File: src/inc/ieb_pkg.sv
// constants shared by the interrupt enable bank and its bus slave
package ieb_pkg;

   localparam int unsigned DATA_W     = 32;
   localparam int unsigned OFS_W      = 8;
   localparam int unsigned IDX_W      = 2;

   // register byte offsets, low address bits only; hsel picks the region
   localparam logic [OFS_W-1:0] OFS_SET_LOW  = 8'h00;
   localparam logic [OFS_W-1:0] OFS_SET_HIGH = 8'h04;
   localparam logic [OFS_W-1:0] OFS_CLR_LOW  = 8'h08;
   localparam logic [OFS_W-1:0] OFS_CLR_HIGH = 8'h0c;

   // word index inside the bank, taken from haddr[3:2]
   localparam logic [IDX_W-1:0] IDX_SET_LOW  = 2'h0;
   localparam logic [IDX_W-1:0] IDX_SET_HIGH = 2'h1;
   localparam logic [IDX_W-1:0] IDX_CLR_LOW  = 2'h2;
   localparam logic [IDX_W-1:0] IDX_CLR_HIGH = 2'h3;

   // implemented interrupt bits of each word, and the enable reset value
   localparam logic [DATA_W-1:0] MASK_LOW   = 32'hffff_ffdf;
   localparam logic [DATA_W-1:0] MASK_HIGH  = 32'h0002_0703;
   localparam logic [DATA_W-1:0] RESET_ENA  = 32'h0000_0000;

   // bus encodings
   localparam logic [1:0] HTRANS_IDLE   = 2'h0;
   localparam logic [1:0] HTRANS_NONSEQ = 2'h2;
   localparam logic       HRESP_OKAY    = 1'h0;

endpackage : ieb_pkg

File: src/verilog/ieb_ahb_slave.sv
// ahb-lite address phase capture for the enable bank, zero wait states
module ieb_ahb_slave (
   input  wire logic                      i_clk,
   input  wire logic                      i_rst,
   input  wire logic                      i_hsel,
   input  wire logic [ieb_pkg::OFS_W-1:0] i_haddr,
   input  wire logic [1:0]                i_htrans,
   input  wire logic                      i_hwrite,
   input  wire logic                      i_hready,
   output logic                           o_rd_take,
   output logic      [ieb_pkg::IDX_W-1:0] o_rd_idx,
   output logic                           o_rd_mapped,
   output logic                           o_wr_pend,
   output logic      [ieb_pkg::IDX_W-1:0] o_wr_idx
);

   logic                      take;
   logic                      mapped;
   logic                      wr_pend_reg;
   logic                      wr_pend_next;
   logic [ieb_pkg::IDX_W-1:0] wr_idx_reg;

   // a transfer is taken when selected, active and the bus is ready;
   // seq is accepted like nonseq since only single words are expected
   assign take         = i_hsel & i_htrans[1] & i_hready;
   assign mapped       = (i_haddr[ieb_pkg::OFS_W-1:4] == 4'h0)
                         & (i_haddr[1:0] == 2'h0);
   assign o_rd_take    = take & ~i_hwrite;
   assign o_rd_idx     = i_haddr[3:2];
   assign o_rd_mapped  = mapped;
   assign wr_pend_next = take & i_hwrite & mapped;
   assign o_wr_pend    = wr_pend_reg;
   assign o_wr_idx     = wr_idx_reg;

   // write address held for the data phase; unmapped writes are dropped
   always_ff @(posedge i_clk) begin
      if (i_rst) begin
         wr_pend_reg <= 1'b0;
         wr_idx_reg  <= ieb_pkg::IDX_SET_LOW;
      end else if (i_hready) begin
         wr_pend_reg <= wr_pend_next;
         wr_idx_reg  <= i_haddr[3:2];
      end
   end

endmodule : ieb_ahb_slave

File: src/verilog/ieb_enable_word.sv
// one word of interrupt enable bits with write-one-set and write-one-clear
module ieb_enable_word #(
   parameter logic [31:0] IMPL_MASK = 32'hffff_ffff
) (
   input  wire logic        i_clk,
   input  wire logic        i_rst,
   input  wire logic [31:0] i_set_bits,
   input  wire logic [31:0] i_clr_bits,
   output logic      [31:0] o_enable,
   output logic      [31:0] o_enable_next
);

   logic [31:0] enable_reg;

   // set beats clear so an enable written in the same cycle is never lost;
   // unimplemented positions are forced to zero whatever software writes
   assign o_enable_next = ((enable_reg & ~i_clr_bits) | i_set_bits)
                          & IMPL_MASK;
   assign o_enable      = enable_reg;

   // enable storage
   always_ff @(posedge i_clk) begin
      if (i_rst) begin
         enable_reg <= ieb_pkg::RESET_ENA;
      end else begin
         enable_reg <= o_enable_next;
      end
   end

endmodule : ieb_enable_word

File: src/verilog/ieb_top.sv
// interrupt enable bank: two shared enable words seen through set and clear
module ieb_top (
   input  wire logic        i_clk,
   input  wire logic        i_rst,
   input  wire logic        i_hsel,
   input  wire logic [31:0] i_haddr,
   input  wire logic [1:0]  i_htrans,
   input  wire logic        i_hwrite,
   input  wire logic [2:0]  i_hsize,
   input  wire logic [31:0] i_hwdata,
   input  wire logic        i_hready,
   output logic             o_hreadyout,
   output logic      [31:0] o_hrdata,
   output logic             o_hresp,
   output logic      [31:0] o_enable_low,
   output logic      [31:0] o_enable_high
);

   ////////////////////////////////////////////////////////////////////////
   // declarations

   logic                      rd_take;
   logic [ieb_pkg::IDX_W-1:0] rd_idx;
   logic                      rd_mapped;
   logic                      wr_pend;
   logic [ieb_pkg::IDX_W-1:0] wr_idx;
   logic                      wr_set_low;
   logic                      wr_set_high;
   logic                      wr_clr_low;
   logic                      wr_clr_high;
   logic [31:0]               set_low_bits;
   logic [31:0]               set_high_bits;
   logic [31:0]               clr_low_bits;
   logic [31:0]               clr_high_bits;
   logic [31:0]               low_next;
   logic [31:0]               high_next;
   logic [31:0]               rd_value;
   logic [31:0]               hrdata_reg;
   logic                      hreadyout_reg;
   logic                      hresp_reg;
   logic [2:0]                hsize_unused;

   ////////////////////////////////////////////////////////////////////////
   // bus slave

   // only whole words are supported, so the transfer size is not decoded
   assign hsize_unused = i_hsize;

   ieb_ahb_slave u_slave (
      .i_clk       (i_clk),
      .i_rst       (i_rst),
      .i_hsel      (i_hsel),
      .i_haddr     (i_haddr[ieb_pkg::OFS_W-1:0]),
      .i_htrans    (i_htrans),
      .i_hwrite    (i_hwrite),
      .i_hready    (i_hready),
      .o_rd_take   (rd_take),
      .o_rd_idx    (rd_idx),
      .o_rd_mapped (rd_mapped),
      .o_wr_pend   (wr_pend),
      .o_wr_idx    (wr_idx)
   );

   ////////////////////////////////////////////////////////////////////////
   // write strobes for the data phase

   // each view of a word gets its own strobe; one write touches one view
   assign wr_set_low  = wr_pend & (wr_idx == ieb_pkg::IDX_SET_LOW);
   assign wr_set_high = wr_pend & (wr_idx == ieb_pkg::IDX_SET_HIGH);
   assign wr_clr_low  = wr_pend & (wr_idx == ieb_pkg::IDX_CLR_LOW);
   assign wr_clr_high = wr_pend & (wr_idx == ieb_pkg::IDX_CLR_HIGH);

   // a zero bit yields no set and no clear, so the enable keeps its value
   assign set_low_bits  = wr_set_low  ? i_hwdata : 32'h0000_0000;
   assign set_high_bits = wr_set_high ? i_hwdata : 32'h0000_0000;
   assign clr_low_bits  = wr_clr_low  ? i_hwdata : 32'h0000_0000;
   assign clr_high_bits = wr_clr_high ? i_hwdata : 32'h0000_0000;

   ////////////////////////////////////////////////////////////////////////
   // enable storage, one instance per word

   ieb_enable_word #(
      .IMPL_MASK (ieb_pkg::MASK_LOW)
   ) u_word_low (
      .i_clk         (i_clk),
      .i_rst         (i_rst),
      .i_set_bits    (set_low_bits),
      .i_clr_bits    (clr_low_bits),
      .o_enable      (o_enable_low),
      .o_enable_next (low_next)
   );

   ieb_enable_word #(
      .IMPL_MASK (ieb_pkg::MASK_HIGH)
   ) u_word_high (
      .i_clk         (i_clk),
      .i_rst         (i_rst),
      .i_set_bits    (set_high_bits),
      .i_clr_bits    (clr_high_bits),
      .o_enable      (o_enable_high),
      .o_enable_next (high_next)
   );

   ////////////////////////////////////////////////////////////////////////
   // read path

   // reads look at the next state: a read address phase overlaps the data
   // phase of a preceding write, and must already see that write
   assign rd_value = !rd_mapped ? 32'h0000_0000 :
                     (rd_idx[0] ? high_next : low_next);

   // read data register, loaded at the end of the address phase
   always_ff @(posedge i_clk) begin
      if (i_rst) begin
         hrdata_reg <= 32'h0000_0000;
      end else if (rd_take) begin
         hrdata_reg <= rd_value;
      end
   end

   // the bank never stalls and never errors, so ready and okay are fixed
   always_ff @(posedge i_clk) begin
      if (i_rst) begin
         hreadyout_reg <= 1'b1;
         hresp_reg     <= ieb_pkg::HRESP_OKAY;
      end else begin
         hreadyout_reg <= 1'b1;
         hresp_reg     <= ieb_pkg::HRESP_OKAY;
      end
   end

   assign o_hrdata    = hrdata_reg;
   assign o_hreadyout = hreadyout_reg;
   assign o_hresp     = hresp_reg;
endmodule : ieb_top
File: config.mk
export PLATFORM = sky130hd
export DESIGN_NAME = ieb_top
export DESIGN_NICKNAME = d
export VERILOG_FILES = /design/src/inc/ieb_pkg.sv /design/src/verilog/ieb_ahb_slave.sv /design/src/verilog/ieb_enable_word.sv /design/src/verilog/ieb_top.sv
export SDC_FILE = /design/constraint.sdc
export NUM_CORES = 1
export LEC_CHECK = 0
export ABC_AREA = 1
export BUFFER_PORTS_ARGS = -buffer_cell sky130_fd_sc_hd__buf_4
export CAP_MARGIN = 20
export CORE_AREA = 2 2 100 141
export DETAILED_ROUTE_END_ITERATION = 10
export DIE_AREA = 0 0 102 143
export SLEW_MARGIN = 20
export SYNTH_ARGS = -nofsm -noshare
export SYNTH_HDL_FRONTEND = slang
export SYNTH_SLANG_ARGS = --single-unit
File: constraint.sdc
create_clock -name i_clk -period 3.4 [get_ports i_clk]
set_input_delay 0.34 -clock i_clk [delete_from_list [all_inputs] [get_ports i_clk]]
set_output_delay 0.34 -clock i_clk [all_outputs]
set_load 0.05 [all_outputs]
==> flow_summary.toml <==
[layout]
antennaDiodeCount = 0
nNetsFinal = 577
final_cell_mix = "113 x buf_4, 71 x dfxtp_1, 64 x inv_1"
finish.instance_area_mm2 = 0.00420
drive_gt1_share_pct = 26.6
area.sequential_mm2 = 0.00142
synthToLayoutAreaGrowth_pct = 39.8
fin_util_pct = 31.7
fillers = 1460
final_common_cell = "buf_4"
multi_input_area_mm2 = 0.00113

[setup_path]
r2r-end = "o_hrdata[16]"
r2r_cells = 6
reg2reg_from = "u_slave.o_wr_pend"
startpoint = "u_slave.o_wr_pend"
worstPathArrival_ns = 2.22
critPathMaxFanout = 17
startpoint_type = "register"
endpoint_kind = "register"
critPathKind = "reg2reg"
r2r_slack_ns = 1.37
required_ns = 3.59

[global_route]
antenna_found_initial = 0
overflow = 0
grt_usage_pct = 11.8
grt_pass1_wl_um = 13200
grt_pass1_vias = 2657
grt_max_degree = 59

[timing]
max_slew.worst_pin.slew_ns = 0.983
fin_crit_sh_pct = 59.8
slew_headroom_pct = 34.4
skew_ns = 0.00392
fin_crit_ns = 2.03
tns_ns = 0
drv_slew = 0
max_clock_freq_ghz = 0.492
rsz0062_at_grt = "false"
setup_viol = 0
final_hold_viol_count = 0

[clocking]
clk-insertion-delay-late_ns = 0.32
ctsHoldBuffers = 0
cts_tree = "built"
cts_root_buf = "clkbuf_16"
htree_num_levels = 3
cts_resized = 0
numCtsBuffers = 9
cts_buffer_depth = 2
cts_sinks = 71
path_clk_slew_ns = 0.06
post_cts.repair.setup_buffers = 0

[worst_hold_path]
hp-start = "i_hready"
hp-class = "in2reg"
min_to = "u_slave.o_wr_idx[0]"
hold_depth = 2

[detailed_routing]
drc_errors = 0
viasPerCell = 4.16
drtIter0Drc = 96
routed-via-count = 2868
antenna_left = 0
post_drt_wl_per_cell_um = 12.4
drt_pre_antenna_iters = 4
routed_wl_um = 8570

[synth]
synth-compound-area-share_pct = 17.0
synth_cell_types = 23
yosysSeqAreaShare_pct = 47.3
synth_cells = 398
syn_avg_cell_area_um2 = 7.55
synthAdderAreaFrac_pct = 0
yosys.area_share.simple_pct = 17.0
synth_top_family_by_area = "buffers and inverters"
synth-seq-cells = 71
yosysWarnings = 0
synth_mux_area_share_pct = 0
synth_area_mm2 = 0.00301
synthXorXnorAreaFrac_pct = 0

[pwr]
peakVddDrop_v = 0.000204
switching_share_pct = 23.3
p_switching_w = 0.000465
p_clk_share_pct = 50.6
intPower_w = 0.00153
p_seq_share_pct = 41.8
leakagePower_nw = 2.11
power_density_mw_per_mm2 = 476
p_comb_share_pct = 7.5

[placement]
portBuffers = 112
dpl_cell_area_mm2 = 0.00388
gp_congestion = 0.752
dpl.hpwl_um = 6170

[die]
rows = 50
initial_core_util_pct = 22.7
dieArea_mm2 = 0.0146
die_h_um = 143
core_area_mm2 = 0.0133
die_x_um = 102
boundaryPins = 172

[flow_run]
drv_cap = 0

[status]
status = "finished, final reports clean"
## power by group through the flow
stage | combinational, W | sequential [W] | clock, W
finish | 0.000150 | 0.000836 | 0.00101
global route | 0.000162 | 0.000836 | 0.00109
CTS | 0.000151 | 0.000836 | 0.00104
detailed placement | 0.000150 | 0.000854 | 0
global placement | 0.000149 | 0.000854 | 0
floorplan | 0.000127 | 0.000854 | 0
## synth_stat cells, drive strengths merged
| cell | instances | area share [%] |
|---|---|---|
| o21ai | 88 | 15 |
| dfxtp | 71 | 47 |
| inv | 66 | 8.2 |
| nand2 | 57 | 7.2 |
| nand3 | 42 | 7.2 |
| buf | 35 | 8.7 |
| a21oi | 14 | 2.3 |
| clkbuf | 12 | 1.6 |
| nor2 | 6 | 1.0 |
| nand4 | 3 | 1.1 |
| conb | 2 | 0.25 |
| nor3 | 2 | 0.50 |
## how the worst max path moves through the flow
stage                    to  slack, ns  cells past startpoint
2_1_floorplan  o_hrdata[19]       2.26                      6
6_report       o_hrdata[16]       1.37                      6
3_5_place_dp    o_hrdata[8]       1.11                      8
4_1_cts        o_hrdata[16]       1.37                      6
3_3_place_gp   o_hrdata[17]       1.12                      8
5_1_grt        o_hrdata[16]       1.18                      6
## metrics by stage
step                hold WS [ns]  std cells  total power [W]  worst slack, ns
floorplan                  0.421        426         0.000981             2.26
global placement           0.464        674          0.00100             1.12
detailed placement         0.470        674          0.00100             1.11
CTS                        0.232        690          0.00203             1.37
global route               0.241        690          0.00208             1.18
finish                     0.244        690          0.00200             1.37
## cell families after synthesis
kind of cell,count (synthesis)
DFF,71
AOI/OAI and AO/OA,102
buffers and inverters,113
other,2
and+or+nand+nor,110
## routing by layer
metal  GRT usage, %  vias up  share of wire, %
li1               -     1426                 -
met1           12.9     1328                39
met2           21.5      102                53
met3           2.99       12               5.9
met4           4.49        0               1.6
met5              0        -                 0
## registers in the layout, summed over array words and instances (netlist names)
signal	count
u_word_low.o_enable	31
u_word_high.o_enable	6
u_slave.o_wr_pend	1
u_slave.o_wr_idx	2
o_hrdata	31
## final cells by class
class | instances | area share, %
inverter | 66 | 5.89
timing repair buffer | 113 | 20.2
multi-input combinational | 242 | 27.0
tap | 182 | 5.42
sequential | 71 | 33.8
clock inverter | 5 | 1.94
clock buffer | 11 | 5.78
## worst max-delay path, stage by stage (launching register included)
cell and delay, ns:
dfxtp_1 0.45, nand3_1 0.54, buf_4 0.43, o21ai_0 0.20, o21ai_0 0.12, nand2_1 0.10, o21ai_1 0.07
(Power assumes the default switching activity.)
